===== src/logic/usd_pkg.sv =====
// Shared constants for the serial port data path and status block.
// Assumes a single system clock and a plain byte-wide register port.
package usd_pkg;

   // Register word addresses on the plain register port.
   localparam logic [2:0] ADDR_STATUS = 3'h0;
   localparam logic [2:0] ADDR_CTRL1 = 3'h1;
   localparam logic [2:0] ADDR_CTRL2 = 3'h2;
   localparam logic [2:0] ADDR_DATA = 3'h3;
   localparam logic [2:0] ADDR_BAUD = 3'h4;

   // Control register one field positions.
   localparam int C1_PORT_EN = 7;
   localparam int C1_LEN9 = 6;
   localparam int C1_PAR_EN = 5;
   localparam int C1_PAR_ODD = 4;
   localparam int C1_STOP2 = 3;
   localparam int C1_BREAK = 2;
   localparam int C1_RX9 = 1;
   localparam int C1_TX9 = 0;

   // Control register two field positions.
   localparam int C2_TX_EN = 7;
   localparam int C2_RX_EN = 6;
   localparam int C2_RX_IE = 2;

   // Reset values.
   localparam logic [7:0] STATUS_RESET = 8'h0b;
   localparam logic [7:0] CTRL_RESET = 8'h00;
   localparam logic [7:0] BAUD_RESET = 8'h00;

   // Oversampling: sixteen baud ticks per bit, samples at 7, 8 and 9.
   localparam logic [3:0] OS_LAST = 4'hf;
   localparam logic [3:0] OS_FIRST_SAMPLE = 4'h7;
   localparam logic [3:0] OS_DECIDE = 4'h9;

   // Bit counts and receive buffer depth.
   localparam logic [3:0] LAST_BIT_8 = 4'h7;
   localparam logic [3:0] LAST_BIT_9 = 4'h8;
   localparam logic [3:0] BREAK_BITS = 4'hd;
   localparam logic [1:0] RX_DEPTH = 2'h2;

   typedef enum logic [2:0] {
      TX_IDLE, TX_START, TX_DATA, TX_PAR, TX_STOP, TX_BREAK
   } usd_tx_state_t;

   typedef enum logic [2:0] {
      RX_IDLE, RX_START, RX_DATA, RX_PAR, RX_STOP
   } usd_rx_state_t;

endpackage


===== src/logic/usd_uart.sv =====
// Serial port pins, data path and status flags in one module.
// Assumes the register master issues one-cycle strobes on I_CLOCK and
// that the far serial device runs the same frame format and rate.
//
// Implementation choices: the register addresses and the address-and-strobe port.
`timescale 1ns/1ps
`default_nettype none

module usd_uart
   import usd_pkg::*;
(
   input wire logic I_CLOCK,
   input wire logic I_RST,
   input wire logic [2:0] I_ADDR,
   input wire logic [7:0] I_WDATA,
   input wire logic I_WR,
   input wire logic I_RD,
   output logic [7:0] O_RDATA,
   input wire logic I_RX_PIN,
   input wire logic I_PIN_SHARE_TX,
   input wire logic I_PIN_SHARE_RX,
   output logic O_TX_PIN,
   output logic O_TX_OE,
   output logic O_RX_SEL,
   output logic O_RX_IRQ
);

   ////////////////////////////////////////////////////////////////////////
   // Declarations.
   logic [7:0] ctrl1, next_ctrl1, ctrl2, next_ctrl2;
   logic [7:0] baud_div, next_baud_div, bcnt, next_bcnt;
   logic tick;
   logic port_en, tx_run, rx_run;
   logic s1, s2, s3, rx_filt, next_rx_filt, rx_line;
   usd_tx_state_t tx_state, next_tx_state;
   logic [3:0] tx_sc, next_tx_sc, tx_bit, next_tx_bit;
   logic [8:0] tx_shift, next_tx_shift;
   logic tx_par, next_tx_par, next_tx_line, tx_load;
   logic [7:0] hold, next_hold;
   logic hold_full, next_hold_full, next_tx_oe, next_rx_sel;
   usd_rx_state_t rx_state, next_rx_state;
   logic [3:0] rx_sc, next_rx_sc, rx_bit, next_rx_bit;
   logic [8:0] rx_shift, next_rx_shift;
   logic [2:0] samp, next_samp, vote;
   logic rx_par, next_rx_par, rx_noise, next_rx_noise;
   logic rx_pbad, next_rx_pbad, maj, decide, push, push_framing_error_flag;
   logic receiver_idle_flag, next_receiver_idle_flag;
   logic [8:0] fifo [0:1];
   logic [8:0] next_fifo [0:1];
   logic [1:0] count, next_count;
   logic rd_ptr, next_rd_ptr;
   logic parity_error_flag, nf, framing_error_flag, overrun_flag, receive_available_flag, transmitter_idle_flag, transmit_empty_flag;
   logic next_parity_error_flag, next_nf, next_framing_error_flag, next_overrun_flag;
   logic next_receive_available_flag, next_transmitter_idle_flag, next_transmit_empty_flag;
   logic seen, seen_receive_available_flag, seen_transmitter_idle_flag, seen_transmit_empty_flag;
   logic next_seen, next_seen_receive_available_flag, next_seen_transmitter_idle_flag, next_seen_transmit_empty_flag;
   logic [7:0] next_rdata, status;
   logic next_irq, data_rd, data_wr, tx_quiet, push_ok;

   assign port_en = ctrl1[C1_PORT_EN];
   assign tx_run = port_en & ctrl2[C2_TX_EN];
   assign rx_run = port_en & ctrl2[C2_RX_EN] & I_PIN_SHARE_RX;
   assign data_rd = I_RD & (I_ADDR == ADDR_DATA);
   assign data_wr = I_WR & (I_ADDR == ADDR_DATA);
   assign status = {parity_error_flag, nf, framing_error_flag, overrun_flag, receiver_idle_flag, receive_available_flag, transmitter_idle_flag, transmit_empty_flag};

   ////////////////////////////////////////////////////////////////////////
   // Baud tick: one tick every divisor plus one clocks, sixteen per bit.
   // The counter restarts whenever the port is off.
   always_comb begin
      next_bcnt = bcnt + 8'h01;
      tick = 1'b0;
      if (!port_en) begin
         next_bcnt = 8'h00;
      end else if (bcnt == baud_div) begin
         next_bcnt = 8'h00;
         tick = 1'b1;
      end
   end

   always_ff @(posedge I_CLOCK) begin
      if (I_RST) begin
         bcnt <= 8'h00;
      end else begin
         bcnt <= next_bcnt;
      end
   end

   ////////////////////////////////////////////////////////////////////////
   // Receive pin synchroniser; a level counts once the last two agree.
   always_comb begin
      next_rx_filt = rx_filt;
      if (s2 == s3) begin
         next_rx_filt = s3;
      end
   end

   always_ff @(posedge I_CLOCK) begin
      if (I_RST) begin
         s1 <= 1'b1;
         s2 <= 1'b1;
         s3 <= 1'b1;
         rx_filt <= 1'b1;
      end else begin
         s1 <= I_RX_PIN;
         s2 <= s1;
         s3 <= s2;
         rx_filt <= next_rx_filt;
      end
   end

   // A pin not handed to the port reads as an idle line.
   assign rx_line = rx_run ? rx_filt : 1'b1;

   ////////////////////////////////////////////////////////////////////////
   // Transmitter: holding register, shifter and frame sequencer.
   // Buffered data goes out before a requested break.
   always_comb begin
      next_tx_state = tx_state;
      next_tx_sc = tx_sc;
      next_tx_bit = tx_bit;
      next_tx_shift = tx_shift;
      next_tx_par = tx_par;
      next_hold = hold;
      next_hold_full = hold_full;
      tx_load = 1'b0;
      if (tick) begin
         next_tx_sc = tx_sc + 4'h1;
      end
      case (tx_state)
         TX_IDLE: begin
            next_tx_sc = 4'h0;
            if (hold_full) begin
               tx_load = 1'b1;
               next_tx_shift = {ctrl1[C1_TX9], hold};
               next_tx_par = 1'b0;
               next_hold_full = 1'b0;
               next_tx_state = TX_START;
            end else if (ctrl1[C1_BREAK]) begin
               next_tx_bit = 4'h0;
               next_tx_state = TX_BREAK;
            end
         end
         TX_START: begin
            if (tick && tx_sc == OS_LAST) begin
               next_tx_bit = 4'h0;
               next_tx_state = TX_DATA;
            end
         end
         TX_DATA: begin
            if (tick && tx_sc == OS_LAST) begin
               // Least significant bit leaves first.
               next_tx_par = tx_par ^ tx_shift[0];
               next_tx_shift = {1'b0, tx_shift[8:1]};
               next_tx_bit = tx_bit + 4'h1;
               if (tx_bit == (ctrl1[C1_LEN9] ? LAST_BIT_9 : LAST_BIT_8)) begin
                  next_tx_bit = 4'h0;
                  next_tx_state = ctrl1[C1_PAR_EN] ? TX_PAR : TX_STOP;
               end
            end
         end
         TX_PAR: begin
            if (tick && tx_sc == OS_LAST) begin
               next_tx_state = TX_STOP;
            end
         end
         TX_STOP: begin
            if (tick && tx_sc == OS_LAST) begin
               if (ctrl1[C1_STOP2] && tx_bit == 4'h0) begin
                  next_tx_bit = 4'h1;
               end else begin
                  next_tx_state = TX_IDLE;
               end
            end
         end
         TX_BREAK: begin
            // Low for at least thirteen bit times and until released.
            if (tick && tx_sc == OS_LAST && tx_bit != BREAK_BITS) begin
               next_tx_bit = tx_bit + 4'h1;
            end
            if (tx_bit == BREAK_BITS && !ctrl1[C1_BREAK]) begin
               next_tx_state = TX_IDLE;
            end
         end
         default: begin
            next_tx_state = TX_IDLE;
         end
      endcase
      // A write lands after a same-cycle load so no byte is lost.
      if (data_wr) begin
         next_hold = I_WDATA;
         next_hold_full = 1'b1;
      end
      // Clearing either enable aborts the frame and empties the buffer.
      if (!(next_ctrl1[C1_PORT_EN] && next_ctrl2[C2_TX_EN])) begin
         next_tx_state = TX_IDLE;
         next_hold_full = 1'b0;
      end
      case (next_tx_state)
         TX_START: next_tx_line = 1'b0;
         TX_DATA: next_tx_line = next_tx_shift[0];
         TX_PAR: next_tx_line = next_tx_par ^ ctrl1[C1_PAR_ODD];
         TX_BREAK: next_tx_line = 1'b0;
         default: next_tx_line = 1'b1;
      endcase
      next_tx_oe = tx_run & I_PIN_SHARE_TX;
      next_rx_sel = rx_run;
   end

   always_ff @(posedge I_CLOCK) begin
      if (I_RST) begin
         tx_state <= TX_IDLE;
         tx_sc <= 4'h0;
         tx_bit <= 4'h0;
         tx_shift <= 9'h000;
         tx_par <= 1'b0;
         hold <= 8'h00;
         hold_full <= 1'b0;
         O_TX_PIN <= 1'b1;
         O_TX_OE <= 1'b0;
         O_RX_SEL <= 1'b0;
      end else begin
         tx_state <= next_tx_state;
         tx_sc <= next_tx_sc;
         tx_bit <= next_tx_bit;
         tx_shift <= next_tx_shift;
         tx_par <= next_tx_par;
         hold <= next_hold;
         hold_full <= next_hold_full;
         O_TX_PIN <= next_tx_line;
         O_TX_OE <= next_tx_oe;
         O_RX_SEL <= next_rx_sel;
      end
   end

   ////////////////////////////////////////////////////////////////////////
   // Receiver: three samples per bit, majority vote, noise on disagreement.
   // Only the first stop bit is checked; a second one is only waited out.
   assign vote = {samp[1:0], rx_line};
   assign maj = (vote[0] & vote[1]) | (vote[0] & vote[2]) |
                (vote[1] & vote[2]);
   assign decide = tick && rx_sc == OS_DECIDE;

   always_comb begin
      next_rx_state = rx_state;
      next_rx_sc = rx_sc;
      next_rx_bit = rx_bit;
      next_rx_shift = rx_shift;
      next_samp = samp;
      next_rx_par = rx_par;
      next_rx_noise = rx_noise;
      next_rx_pbad = rx_pbad;
      push = 1'b0;
      push_framing_error_flag = 1'b0;
      if (tick) begin
         next_rx_sc = rx_sc + 4'h1;
         if (rx_sc >= OS_FIRST_SAMPLE && rx_sc <= OS_DECIDE) begin
            next_samp = vote;
         end
      end
      if (decide && vote != 3'h0 && vote != 3'h7) begin
         next_rx_noise = 1'b1;
      end
      case (rx_state)
         RX_IDLE: begin
            next_rx_sc = 4'h0;
            if (!rx_line) begin
               next_rx_state = RX_START;
               next_rx_noise = 1'b0;
               next_rx_pbad = 1'b0;
               next_rx_par = 1'b0;
            end
         end
         RX_START: begin
            if (decide && maj) begin
               next_rx_state = RX_IDLE; // Glitch, not a start bit.
            end else if (tick && rx_sc == OS_LAST) begin
               next_rx_bit = 4'h0;
               next_rx_state = RX_DATA;
            end
         end
         RX_DATA: begin
            if (decide) begin
               next_rx_shift = {maj, rx_shift[8:1]};
               next_rx_par = rx_par ^ maj;
            end
            if (tick && rx_sc == OS_LAST) begin
               next_rx_bit = rx_bit + 4'h1;
               if (rx_bit == (ctrl1[C1_LEN9] ? LAST_BIT_9 : LAST_BIT_8)) begin
                  next_rx_bit = 4'h0;
                  next_rx_state = ctrl1[C1_PAR_EN] ? RX_PAR : RX_STOP;
               end
            end
         end
         RX_PAR: begin
            if (decide) begin
               next_rx_pbad = (rx_par ^ maj) != ctrl1[C1_PAR_ODD];
            end
            if (tick && rx_sc == OS_LAST) begin
               next_rx_state = RX_STOP;
            end
         end
         RX_STOP: begin
            if (decide && rx_bit == 4'h0) begin
               push = 1'b1;
               push_framing_error_flag = !maj;
            end
            if (tick && rx_sc == OS_LAST) begin
               if (ctrl1[C1_STOP2] && rx_bit == 4'h0) begin
                  next_rx_bit = 4'h1;
               end else begin
                  next_rx_state = RX_IDLE;
               end
            end
         end
         default: begin
            next_rx_state = RX_IDLE;
         end
      endcase
      if (!rx_run) begin
         next_rx_state = RX_IDLE;
      end
      next_receiver_idle_flag = next_rx_state == RX_IDLE;
   end

   always_ff @(posedge I_CLOCK) begin
      if (I_RST) begin
         rx_state <= RX_IDLE;
         rx_sc <= 4'h0;
         rx_bit <= 4'h0;
         rx_shift <= 9'h000;
         samp <= 3'h7;
         rx_par <= 1'b0;
         rx_noise <= 1'b0;
         rx_pbad <= 1'b0;
         receiver_idle_flag <= 1'b1;
      end else begin
         rx_state <= next_rx_state;
         rx_sc <= next_rx_sc;
         rx_bit <= next_rx_bit;
         rx_shift <= next_rx_shift;
         samp <= next_samp;
         rx_par <= next_rx_par;
         rx_noise <= next_rx_noise;
         rx_pbad <= next_rx_pbad;
         receiver_idle_flag <= next_receiver_idle_flag;
      end
   end

   ////////////////////////////////////////////////////////////////////////
   // Registers, receive buffer and status flags. Clears come first in
   // the process so that a same-cycle hardware set wins, except over a port disable, which comes last.
   assign push_ok = push && !overrun_flag && count != RX_DEPTH;
   assign tx_quiet = tx_state == TX_IDLE && !hold_full &&
                     !ctrl1[C1_BREAK] && !data_wr;

   always_comb begin
      next_ctrl1 = ctrl1;
      next_ctrl2 = ctrl2;
      next_baud_div = baud_div;
      next_fifo[0] = fifo[0];
      next_fifo[1] = fifo[1];
      next_count = count;
      next_rd_ptr = rd_ptr;
      {next_parity_error_flag, next_nf, next_framing_error_flag, next_overrun_flag} = {parity_error_flag, nf, framing_error_flag, overrun_flag};
      next_receive_available_flag = receive_available_flag;
      next_transmit_empty_flag = transmit_empty_flag;
      next_transmitter_idle_flag = transmitter_idle_flag;
      {next_seen, next_seen_receive_available_flag} = {seen, seen_receive_available_flag};
      {next_seen_transmitter_idle_flag, next_seen_transmit_empty_flag} = {seen_transmitter_idle_flag, seen_transmit_empty_flag};
      next_rdata = 8'h00;
      next_irq = 1'b0;
      // Register writes; the receive ninth bit is read-only.
      if (I_WR) begin
         case (I_ADDR)
            ADDR_CTRL1: next_ctrl1 = {I_WDATA[7:2], ctrl1[C1_RX9], I_WDATA[0]};
            ADDR_CTRL2: next_ctrl2 = I_WDATA;
            ADDR_BAUD: next_baud_div = I_WDATA;
            default: next_ctrl1 = ctrl1;
         endcase
      end
      // Reads answer one cycle later; unmapped addresses read zero.
      if (I_RD) begin
         case (I_ADDR)
            ADDR_STATUS: begin
               next_rdata = status;
               next_seen = 1'b1;
               next_seen_receive_available_flag = receive_available_flag;
               next_seen_transmitter_idle_flag = transmitter_idle_flag;
               next_seen_transmit_empty_flag = transmit_empty_flag;
            end
            ADDR_CTRL1: next_rdata = {ctrl1[7:2], fifo[rd_ptr][8], 1'b0};
            ADDR_CTRL2: next_rdata = ctrl2;
            ADDR_DATA: next_rdata = fifo[rd_ptr][7:0];
            ADDR_BAUD: next_rdata = baud_div;
            default: next_rdata = 8'h00;
         endcase
      end
      if (data_rd && count != 2'h0) begin
         next_rd_ptr = ~rd_ptr;
         next_count = count - 2'h1;
      end
      // Status read then data access ends the clearing sequence.
      if ((data_rd || data_wr) && seen) begin
         {next_parity_error_flag, next_nf, next_framing_error_flag, next_overrun_flag} = 4'h0;
         next_seen = 1'b0;
         if (data_rd && seen_receive_available_flag && next_count == 2'h0) begin
            next_receive_available_flag = 1'b0;
         end
         if (data_wr && seen_transmit_empty_flag) begin
            next_transmit_empty_flag = 1'b0;
         end
         if (data_wr && seen_transmitter_idle_flag) begin
            next_transmitter_idle_flag = 1'b0;
         end
      end
      // Character transfer into the two-deep buffer, or an overrun.
      if (push && !overrun_flag) begin
         if (count == RX_DEPTH) begin
            next_overrun_flag = 1'b1;
         end else begin
            next_fifo[rd_ptr ^ count[0]] = ctrl1[C1_LEN9] ? rx_shift :
                                          {1'b0, rx_shift[8:1]};
            next_count = next_count + 2'h1;
            next_receive_available_flag = 1'b1;
            next_irq = ctrl2[C2_RX_IE];
            // The stop bit's own vote is folded in, since the receiver
            // has not yet registered it at the push.
            next_nf = nf | rx_noise | (vote != 3'h0 && vote != 3'h7);
            next_framing_error_flag = framing_error_flag | push_framing_error_flag;
            next_parity_error_flag = parity_error_flag | (ctrl1[C1_PAR_EN] & rx_pbad);
         end
      end
      if (tx_load || !tx_run) begin
         next_transmit_empty_flag = 1'b1;
      end
      // Idle only with nothing held, shifting or breaking.
      next_transmitter_idle_flag = tx_quiet ? 1'b1 : 1'b0;
      if (!next_ctrl1[C1_PORT_EN]) begin
         next_ctrl1[C1_BREAK] = 1'b0;
         next_ctrl2[C2_TX_EN] = 1'b0;
         next_ctrl2[C2_RX_EN] = 1'b0;
         next_count = 2'h0;
         next_receive_available_flag = 1'b0;
         {next_parity_error_flag, next_nf, next_framing_error_flag, next_overrun_flag} = 4'h0;
         next_transmit_empty_flag = 1'b1;
         next_transmitter_idle_flag = 1'b1;
      end
   end

   always_ff @(posedge I_CLOCK) begin
      if (I_RST) begin
         ctrl1 <= CTRL_RESET;
         ctrl2 <= CTRL_RESET;
         baud_div <= BAUD_RESET;
         fifo[0] <= 9'h000;
         fifo[1] <= 9'h000;
         count <= 2'h0;
         rd_ptr <= 1'b0;
         {parity_error_flag, nf, framing_error_flag, overrun_flag} <= STATUS_RESET[7:4];
         {receive_available_flag, transmitter_idle_flag, transmit_empty_flag} <= STATUS_RESET[2:0];
         {seen, seen_receive_available_flag, seen_transmitter_idle_flag, seen_transmit_empty_flag} <= 4'h0;
         O_RDATA <= 8'h00;
         O_RX_IRQ <= 1'b0;
      end else begin
         ctrl1 <= next_ctrl1;
         ctrl2 <= next_ctrl2;
         baud_div <= next_baud_div;
         fifo[0] <= next_fifo[0];
         fifo[1] <= next_fifo[1];
         count <= next_count;
         rd_ptr <= next_rd_ptr;
         {parity_error_flag, nf, framing_error_flag, overrun_flag} <= {next_parity_error_flag, next_nf, next_framing_error_flag, next_overrun_flag};
         {receive_available_flag, transmitter_idle_flag, transmit_empty_flag} <= {next_receive_available_flag, next_transmitter_idle_flag, next_transmit_empty_flag};
         {seen, seen_receive_available_flag} <= {next_seen, next_seen_receive_available_flag};
         {seen_transmitter_idle_flag, seen_transmit_empty_flag} <= {next_seen_transmitter_idle_flag, next_seen_transmit_empty_flag};
         O_RDATA <= next_rdata;
         O_RX_IRQ <= next_irq;
      end
   end
endmodule

`default_nettype wire


===== config.mk =====
export PLATFORM = sky130hd
export DESIGN_NAME = usd_uart
export DESIGN_NICKNAME = d
export VERILOG_FILES = /design/src/logic/usd_pkg.sv /design/src/logic/usd_uart.sv
export SDC_FILE = /design/constraint.sdc
export NUM_CORES = 1
export LEC_CHECK = 0
export ABC_AREA = 1
export BUFFER_PORTS_ARGS = -buffer_cell sky130_fd_sc_hd__buf_4
export CAP_MARGIN = 20
export CORE_ASPECT_RATIO = 1.4
export CORE_MARGIN = 2
export CORE_UTILIZATION = 63
export DETAILED_ROUTE_END_ITERATION = 8
export GPL_TIMING_DRIVEN = 0
export HOLD_SLACK_MARGIN = 0.03
export PLACE_DENSITY_LB_ADDON = 0.1
export SLEW_MARGIN = 20
export SYNTH_ARGS = -nofsm -noshare
export SYNTH_HDL_FRONTEND = slang
export SYNTH_SLANG_ARGS = --single-unit

===== constraint.sdc =====
create_clock -name I_CLOCK -period 5.3 [get_ports I_CLOCK]
set_clock_uncertainty 0.1 [all_clocks]
set_input_delay 0.53 -clock I_CLOCK [delete_from_list [all_inputs] [get_ports I_CLOCK]]
set_output_delay 0.53 -clock I_CLOCK [all_outputs]
set_load 0.005 [all_outputs]

==> flow_summary.json, run 1 <==
{
  "status": "finished clean",
  "antenna-diode-count": 0,
  "cap_violations": 0,
  "dp_hpwl_um": 11900,
  "crit_family": "simple AND/OR/NAND/NOR gates",
  "yosys-top-cells-area": "dfxtp_1 (42%), nand2_1 (13%), inv_1 (8.2%)",
  "drt_iter0_drc": 560,
  "hold_start": "I_RX_PIN",
  "hold_violations": 0,
  "crit_path_start": "baud_div[7]",
  "synthArstFlopShare": 0,
  "clk_latency_ns": 0.43,
  "synth-seq-cells": 135,
  "grt_pass1_wl_um": 27700,
  "post-place-cells": 1121,
  "synth-main-ff-cell": "dfxtp_1",
  "ir_worst_vdd_v": 0.000242,
  "max_stage_delay_ns": 0.46,
  "drive_gt1_frac": 0.0835,
  "ios": 30,
  "tightest_slew_ns": 0.727,
  "syn_nets": 989,
  "ys_top_cells_by_count": "nand2_1 (218), inv_1 (143), dfxtp_1 (135), nor2_1 (115), o21ai_0 (88)",
  "netlist.area_leader.share": 0.415,
  "clockBufferDepth": 2,
  "firstDrtPassIters": 5,
  "min_period_ns": 2.58,
  "setup_viol": 0,
  "synth_area_um2": 6510,
  "yosysUniqueCellTypes": 42,
  "finalNetCount": 1036,
  "timing.setup.tns_ns": 0,
  "cp.arrival_ns": 2.80,
  "postSynthCellCount": 958,
  "stdcell_count": 1153,
  "post-route-worst-setup-slack_ns": 2.72,
  "fin_area_um2": 7540,
  "grt_pass1_vias": 5906,
  "rows": 43,
  "post_dp_cell_area_um2": 6890,
  "path_buf_inv": 4,
  "total_leakage_power_nw": 3.18,
  "fmaxAchievable_mhz": 388,
  "yosysTopAreaCell": "dfxtp_1",
  "path_clk_slew_ns": 0.06,
  "synth.most_common_cell": "nand2_1",
  "syn_to_final_growth_pct": 15.8,
  "synth_edf_count": 0,
  "via_per_inst": 5.50,
  "num_vias": 6342,
  "cts_resized": 0,
  "initial_core_util": 0.651,
  "fp.dieH_um": 124,
  "place.port_buffers": 28,
  "pwr_density_cell_nw_per_um2": 320,
  "grt-ovfl-total": 0,
  "grt_antenna_before_repair": 0,
  "core_um2": 10000,
  "ys_warn_count": 0,
  "ant_nets": 0,
  "drv_slew": 0,
  "cts_sinks": 135,
  "post-place-ws_ns": 2.64,
  "crit_type": "reg -> reg",
  "postCtsHoldBufs": 0,
  "wl_per_cell_um": 14.5,
  "critPathSlowestCell": "nor3_4",
  "die_x_um": 89.9,
  "cp-end-kind": "flip-flop",
  "grt_use_total": 0.306,
  "cts_tree": "done",
  "h-tree-depth": 4,
  "hold_class": "in -> reg",
  "fill_cells": 835,
  "rsz0062_at_grt": "no",
  "post-cts-setup-buffer-count": 0,
  "fin_crit_sh": 0.487,
  "required_ns": 5.52,
  "critPathMaxFanout": 10,
  "drt-total-wl_um": 16700,
  "grt_max_degree": 17,
  "gp_congestion": 0.896,
  "worst_setup_path_start_kind": "flip-flop",
  "die-area_um2": 11200,
  "crit_chain": "inv_1 > nand2_1 > nand2_1 > nor2_1 > nand2_2 > nor3_4 > nand2_2 > clkinv_2 > nand3b_4 > clkinv_4 > nand2_4 > buf_6 > o21ai_1 > nor2_1",
  "cts_buffers": 17,
  "maxSlewHeadroom": 0.511,
  "cts_root_buf": "clkbuf_16",
  "drt_drc_violations_left": 0,
  "timing.rr.start": "baud_div[7]",
  "synth-seq-area-share": 0.415,
  "syn_avg_cell_area_um2": 6.80
}
## cells by family (layout without fill, tap and decap cells)
group,count (synthesis),after routing,share of synthesized area
AOI/OAI and AO/OA,199,199,0.165
xor gates and xnor gates,9,9,0.0121
adders and majority gates,13,13,0.0250
buffers and inverters,176,236,0.105
DFF,135,135,0.415
and+or+nand+nor,426,426,0.278
## layer usage
metal,wire [um],up-vias,part of all wire,GRT usage
met2,8450,214,0.50,0.542
met5,0,-,0,0
met4,622,0,0.037,0.138
met1,6710,2899,0.40,0.354
met3,957,49,0.057,0.0647
li1,-,3180,-,-
## sequential cells by signal (all words and copies together) (netlist names), 2 cells and up, named ones only
register	flops
fifo	18
rx_shift	9
tx_shift	9
O_RDATA	8
baud_div	8
bcnt	8
ctrl2	8
hold	8
ctrl1	7
rx_bit	4
rx_sc	4
tx_bit	4
tx_sc	4
rx_state	3
tx_state	3
count	2
samp	2
## worst paths after layout
check               end  slack [ns]  depth (start not counted)
max reg2reg  fifo[0][5]        2.72                         14
max          fifo[0][5]        2.72                         14
min reg2reg          s2        0.31                          1
min                  s1        0.19                          2
## through the flow
step                      total power, mW  hold slack (ns)   util
after global routing                 2.47            0.186  0.753
after global placement               1.14            0.292  0.688
after CTS                            2.41            0.188  0.753
after detailed placement             1.14            0.299  0.688
final                                2.41            0.188  0.753
after floorplan                      1.10            0.289      -
## where the power goes
part	switching [mW]	leakage, nW	internal [mW]
combinational	0.0641	1.77	0.0269
clock	0.451	0.311	0.836
sequential	0.00664	1.09	1.02
## layout by cell type, fill, tap and decap left out, drive strengths merged, types with 2 or more instances in the layout
| cell type | instances |
|---|---|
| nand2 | 223 |
| inv | 148 |
| dfxtp | 135 |
| nor2 | 119 |
| o21ai | 105 |
| a21oi | 63 |
| nand3 | 42 |
| clkbuf | 40 |
| buf | 32 |
| nor3 | 16 |
| ha | 13 |
| nand4 | 12 |
| clkinv | 9 |
| a31oi | 8 |
| a221oi | 7 |
| xor2 | 6 |
| nor3b | 5 |
| a211oi | 4 |
| o22ai | 4 |
| bufinv | 4 |
| or2 | 4 |
| xnor2 | 3 |
| o211ai | 3 |
| clkinvlp | 3 |
| o211a | 2 |
| nor4 | 2 |
| o31ai | 2 |
| nand3b | 2 |
## area by class of cell
class	count	area [um^2]	area share
Multi-Input combinational cell	647	3120	0.414
Tap cell	135	169	0.0224
Timing Repair Buffer	28	210	0.0279
Clock inverter	11	170	0.0226
Buffer	23	103	0.0136
Sequential cell	135	2700	0.358
Inverter	153	581	0.0770
Clock buffer	21	480	0.0637
(Power assumes the default switching activity.)
==> run 2: changes to the inputs <==
--- a/config.mk
+++ b/config.mk
@@ -10,7 +10,7 @@
 export CAP_MARGIN = 20
 export CORE_ASPECT_RATIO = 1.4
 export CORE_MARGIN = 2
-export CORE_UTILIZATION = 63
+export CORE_UTILIZATION = 61
 export DETAILED_ROUTE_END_ITERATION = 8
 export GPL_TIMING_DRIVEN = 0
 export HOLD_SLACK_MARGIN = 0.03
==> constraint.sdc (replaced) <==
create_clock -name I_CLOCK -period 2.5 [get_ports I_CLOCK]
set_clock_uncertainty 0.1 [all_clocks]
set_input_delay 0.25 -clock I_CLOCK [delete_from_list [all_inputs] [get_ports I_CLOCK]]
set_output_delay 0.25 -clock I_CLOCK [all_outputs]
set_load 0.005 [all_outputs]
==> run 2 against run 1 <==
Core utilization is 1.8 points lower. Sequential share of layout area is 0.50 points lower. Non-clock buffer count is 13 higher. Sequential power is 110% higher. Critical path depth is 1 higher. Combinational power is 140% higher. Highest routed layer unchanged. Fmax is 11% higher. Count of clock-buffer cells in the layout stayed put. Hold slack worse by 0.11 ns. Critical path type unchanged. Routed wire length is 2.1% higher. Die area is 3.2% higher. Via count is 0.35% higher.
==> flow_summary.json, run 2 (synthesized netlist as in run 1, its figures left out) <==
{
  "cts_buffers": 17,
  "fin_util": 0.735,
  "rows": 44,
  "die_x_um": 91.3,
  "dp_hpwl_um": 11900,
  "path_depth": 15,
  "grt_use_total": 0.306,
  "crit_chain": "inv_1 > nand2_1 > nand2_1 > nor2_1 > nand2_2 > nor3_4 > buf_12 > nand2_2 > clkinv_2 > nand3b_4 > clkinv_4 > nand2_4 > buf_6 > o21ai_1 > nor2_1",
  "fin_area_um2": 7650,
  "ios": 30,
  "post_dp_cell_area_um2": 6890,
  "tightest_slew_ns": 0.744,
  "fp.dieH_um": 126,
  "cts_root_buf": "clkbuf_16",
  "antenna-diode-count": 0,
  "ir_worst_vdd_v": 0.000450,
  "path_clk_slew_ns": 0.06,
  "min_path_cells": 3,
  "clockBufferDepth": 2,
  "die-area_um2": 11500,
  "grt-ovfl-total": 0,
  "timing.rr.start": "baud_div[7]",
  "crit_family": "simple AND/OR/NAND/NOR gates",
  "stdcell_count": 1167,
  "drt_iter0_drc": 532,
  "total_leakage_power_nw": 3.22,
  "hold_ws_ns": 0.0764,
  "regMostFlops": "fifo",
  "crit_type": "reg -> reg",
  "clk_latency_ns": 0.41,
  "final_cell_mix": "nand2_1 (217), inv_1 (143), dfxtp_1 (135)",
  "r2r-end": "fifo[0][0]",
  "fmaxAchievable_mhz": 429,
  "hold_end": "O_RX_SEL",
  "wl_per_cell_um": 14.6,
  "maxSlewHeadroom": 0.504,
  "largest_reg_flops": 18,
  "grt_max_degree": 17,
  "p_total_mw": 5.00,
  "cts_sinks": 135,
  "critPathSlowestCell": "dfxtp_1",
  "drive_gt1_frac": 0.0845,
  "core_um2": 10400,
  "status": "finished clean",
  "num_vias": 6364,
  "grt_pass1_wl_um": 28100,
  "drv_slew": 0,
  "cp.arrival_ns": 2.54,
  "required_ns": 2.71,
  "r2r_slack_ns": 0.17,
  "via_per_inst": 5.45,
  "firstDrtPassIters": 5,
  "setup_viol": 0,
  "grt_pass1_vias": 5970,
  "finalNetCount": 1049,
  "place.port_buffers": 28,
  "max_stage_delay_ns": 0.40,
  "hold_class": "in -> reg",
  "cp-end-kind": "flip-flop",
  "min_period_ns": 2.33,
  "path_buf_inv": 5,
  "cts_tree": "done",
  "post-place-cells": 1124,
  "rsz0062_at_grt": "no",
  "post-place-ws_ns": 0.0392,
  "initial_core_util": 0.626,
  "largestRegisters": "fifo: 18 flops, rx_shift: 9 flops, tx_shift: 9 flops",
  "timing.setup.tns_ns": 0,
  "drt-total-wl_um": 17100,
  "drt_drc_violations_left": 0,
  "post-route-worst-setup-slack_ns": 0.170,
  "layout_commonest_cell": "nand2_1",
  "pwr_density_cell_nw_per_um2": 654,
  "syn_to_final_growth_pct": 17.5,
  "hold_start": "I_PIN_SHARE_RX",
  "cap_violations": 0,
  "worst_setup_path_start_kind": "flip-flop",
  "fin_crit_sh": 0.932,
  "critPathMaxFanout": 10,
  "reg2reg_depth": 15,
  "h-tree-depth": 4,
  "hold_violations": 0,
  "grt_antenna_before_repair": 0,
  "ant_nets": 0,
  "gp_congestion": 0.916
}
## run 2: what timing repair did
item,CTS,global route
buffers inserted,2,1
hold buffers,10,0
endpoints found under the hold margin,17,0
pin swaps,1,1
gates resized for setup,0,4
endpoints found under the setup margin,15,7
## run 2: report_power, final
part / switching (mW) / leakage [nW] / internal [mW]
combinational: 0.143 / 1.84 / 0.0738
clock: 0.889 / 0.295 / 1.70
sequential: 0.0144 / 1.09 / 2.17
## run 2: how the worst max path moves through the flow
stage / slack (ns) / startpoint / endpoint
after floorplan: 0.49 / bcnt[4] / fifo[0][0]
after global placement: 0.02 / bcnt[4] / rx_shift[7]
after detailed placement: 0.04 / bcnt[4] / rx_shift[7]
after CTS: 0.08 / tx_sc[0] / tx_bit[2]
after global routing: 0.01 / rx_state[1] / fifo[0][5]
final: 0.17 / baud_div[7] / fifo[0][0]
## run 2: layout make-up
| type | count | area [um^2] |
|---|---|---|
| multi-input cells | 647 | 3130 |
| flip-flops and latches | 135 | 2700 |
| repair buffers | 41 | 345 |
| plain buffers | 23 | 104 |
| clock inverters | 9 | 150 |
| fillers | 830 | 2760 |
| clock buffers | 21 | 460 |
| inverters | 153 | 581 |
| well taps | 138 | 173 |
## run 2: metal layers
metal  GRT usage  part of all wire
met1       0.351              0.41
met2       0.531              0.49
met3      0.0658             0.049
met4       0.160             0.047
met5           0                 0
## run 2: worst reg2reg max path, stage by stage, from the launching register on
cell	delay (ns)
dfxtp_1	0.40
inv_1	0.11
nand2_1	0.07
nand2_1	0.05
nor2_1	0.13
nand2_2	0.12
nor3_4	0.17
buf_12	0.15
nand2_2	0.06
clkinv_2	0.12
nand3b_4	0.15
clkinv_4	0.13
nand2_4	0.10
buf_6	0.18
o21ai_1	0.14
nor2_1	0.05
==> run 3: changes to the inputs <==
--- a/config.mk
+++ b/config.mk
@@ -14,7 +14,7 @@
 export DETAILED_ROUTE_END_ITERATION = 8
 export GPL_TIMING_DRIVEN = 0
 export HOLD_SLACK_MARGIN = 0.03
-export PLACE_DENSITY_LB_ADDON = 0.1
+export PLACE_DENSITY_LB_ADDON = 0.25
 export SLEW_MARGIN = 20
 export SYNTH_ARGS = -nofsm -noshare
 export SYNTH_HDL_FRONTEND = slang
==> run 3 against run 2 <==
Worst setup slack gained 0.014 ns. Power shrank 2.0%. Combinational power is essentially flat. Largest cell class unchanged.
==> flow_summary.json, run 3 (synthesized netlist as in run 1, its figures left out) <==
{
  "status": "finished clean",
  "cts_buffers": 17,
  "tightest_slew_ns": 0.692,
  "antenna-diode-count": 0,
  "die-area_um2": 11500,
  "clockBufferDepth": 2,
  "cp.arrival_ns": 2.52,
  "clk_latency_ns": 0.43,
  "maxSlewHeadroom": 0.538,
  "gp_congestion": 0.922,
  "drv_slew": 0,
  "via_per_inst": 5.55,
  "worst_setup_path_start_kind": "flip-flop",
  "final-seq-area_um2": 2700,
  "min_period_ns": 2.32,
  "hold_class": "in -> reg",
  "grt_use_total": 0.302,
  "drive_gt1_frac": 0.0855,
  "pwr_density_cell_nw_per_um2": 644,
  "largestRegisters": "fifo: 18 flops, rx_shift: 9 flops, tx_shift: 9 flops",
  "grt-ovfl-total": 0,
  "final_cell_mix": "nand2_1 (218), inv_1 (143), dfxtp_1 (135)",
  "ant_nets": 0,
  "p_total_mw": 4.90,
  "stdcell_count": 1167,
  "fp.dieH_um": 126,
  "fmaxAchievable_mhz": 432,
  "cp-end-kind": "flip-flop",
  "ios": 30,
  "crit_type": "reg -> reg",
  "drt_drc_violations_left": 0,
  "die_x_um": 91.3,
  "total_leakage_power_nw": 3.20,
  "ir_worst_vdd_v": 0.000543,
  "drt_iter0_drc": 449,
  "post_dp_cell_area_um2": 6890,
  "wl_per_cell_um": 14.6,
  "initial_core_util": 0.626,
  "regMostFlops": "fifo",
  "setup_viol": 0,
  "syn_to_final_growth_pct": 16.8,
  "grt_pass1_wl_um": 27900,
  "finalNetCount": 1047,
  "grt_max_degree": 17,
  "rows": 44,
  "h-tree-depth": 4,
  "num_vias": 6477,
  "cts_root_buf": "clkbuf_16",
  "cts_tree": "done",
  "dp_hpwl_um": 11800,
  "post-place-cells": 1124,
  "hold_violations": 0,
  "fill_cells": 834,
  "firstDrtPassIters": 5,
  "grt_antenna_before_repair": 0,
  "required_ns": 2.70,
  "place.port_buffers": 28,
  "fin_crit_sh": 0.926,
  "largest_reg_flops": 18,
  "critPathMaxFanout": 10,
  "cap_violations": 0,
  "post-place-ws_ns": 0.0613,
  "grt_pass1_vias": 6003,
  "fin_area_um2": 7600,
  "rsz0062_at_grt": "yes",
  "layout_commonest_cell": "nand2_1",
  "post-route-worst-setup-slack_ns": 0.185,
  "path_clk_slew_ns": 0.07,
  "core_um2": 10400,
  "drt-total-wl_um": 17000,
  "cts_sinks": 135,
  "multi_input_area_um2": 3130
}
## run 3: layout make-up
cell class,count,area share
Inverter,153,0.0763
Clock buffer,18,0.0577
Multi-Input combinational cell,647,0.411
Timing Repair Buffer,39,0.0431
Tap cell,138,0.0227
Buffer,23,0.0135
Sequential cell,135,0.355
Clock inverter,14,0.0197
## run 3: timing repair
action | 4_1_cts | 5_1_grt
setup buffers | 0 | 2
hold endpoints to repair | 18 | 0
gates resized for setup | 0 | 1
setup endpoints to repair | 0 | 37
hold buffers | 9 | 0
## run 3: routing by layer
layer | up-vias | share of wire | GRT usage | wire length, um
li1 | 3190 | - | - | -
met5 | - | 0 | 0 | 0
met3 | 53 | 0.064 | 0.0586 | 1090
met4 | 0 | 0.034 | 0.144 | 587
met2 | 254 | 0.51 | 0.539 | 8630
met1 | 2980 | 0.40 | 0.344 | 6730
## run 3: through the flow
stage | util | setup TNS (ns) | hold slack (ns)
after global routing | 0.731 | -0.0647 | 0.0613
final | 0.731 | 0 | 0.0379
after global placement | 0.662 | 0 | 0.299
after CTS | 0.728 | 0 | 0.0353
after detailed placement | 0.662 | 0 | 0.309
after floorplan | - | 0 | 0.254
## run 3: worst max-delay path, stage by stage, from the launching register on
cell and delay, ns:
dfxtp_1 0.33, inv_1 0.09, nand2_1 0.07, nand2_1 0.05, nor2_1 0.09, nand2_1 0.15, nor3_4 0.24, buf_12 0.16
nand2_2 0.06, clkinv_2 0.11, nand2_1 0.20, clkbuf_1 0.27, o21ai_0 0.20, a21oi_1 0.05
## run 3: worst paths after layout
kind	from	end	slack, ns	depth (start not counted)
hold reg to reg	s1	s2	0.32	1
setup / recovery	bcnt[3]	rx_shift[7]	0.18	13
setup reg to reg	bcnt[3]	rx_shift[7]	0.18	13
hold / removal	I_WDATA[7]	hold[7]	0.04	3
## run 3: report_power, final
group          leakage [nW]  switching [mW]  internal (mW)  total (mW)
clock network         0.283           0.999           1.50        2.50
logic                  1.82           0.143         0.0718       0.215
registers              1.09          0.0142           2.17        2.19
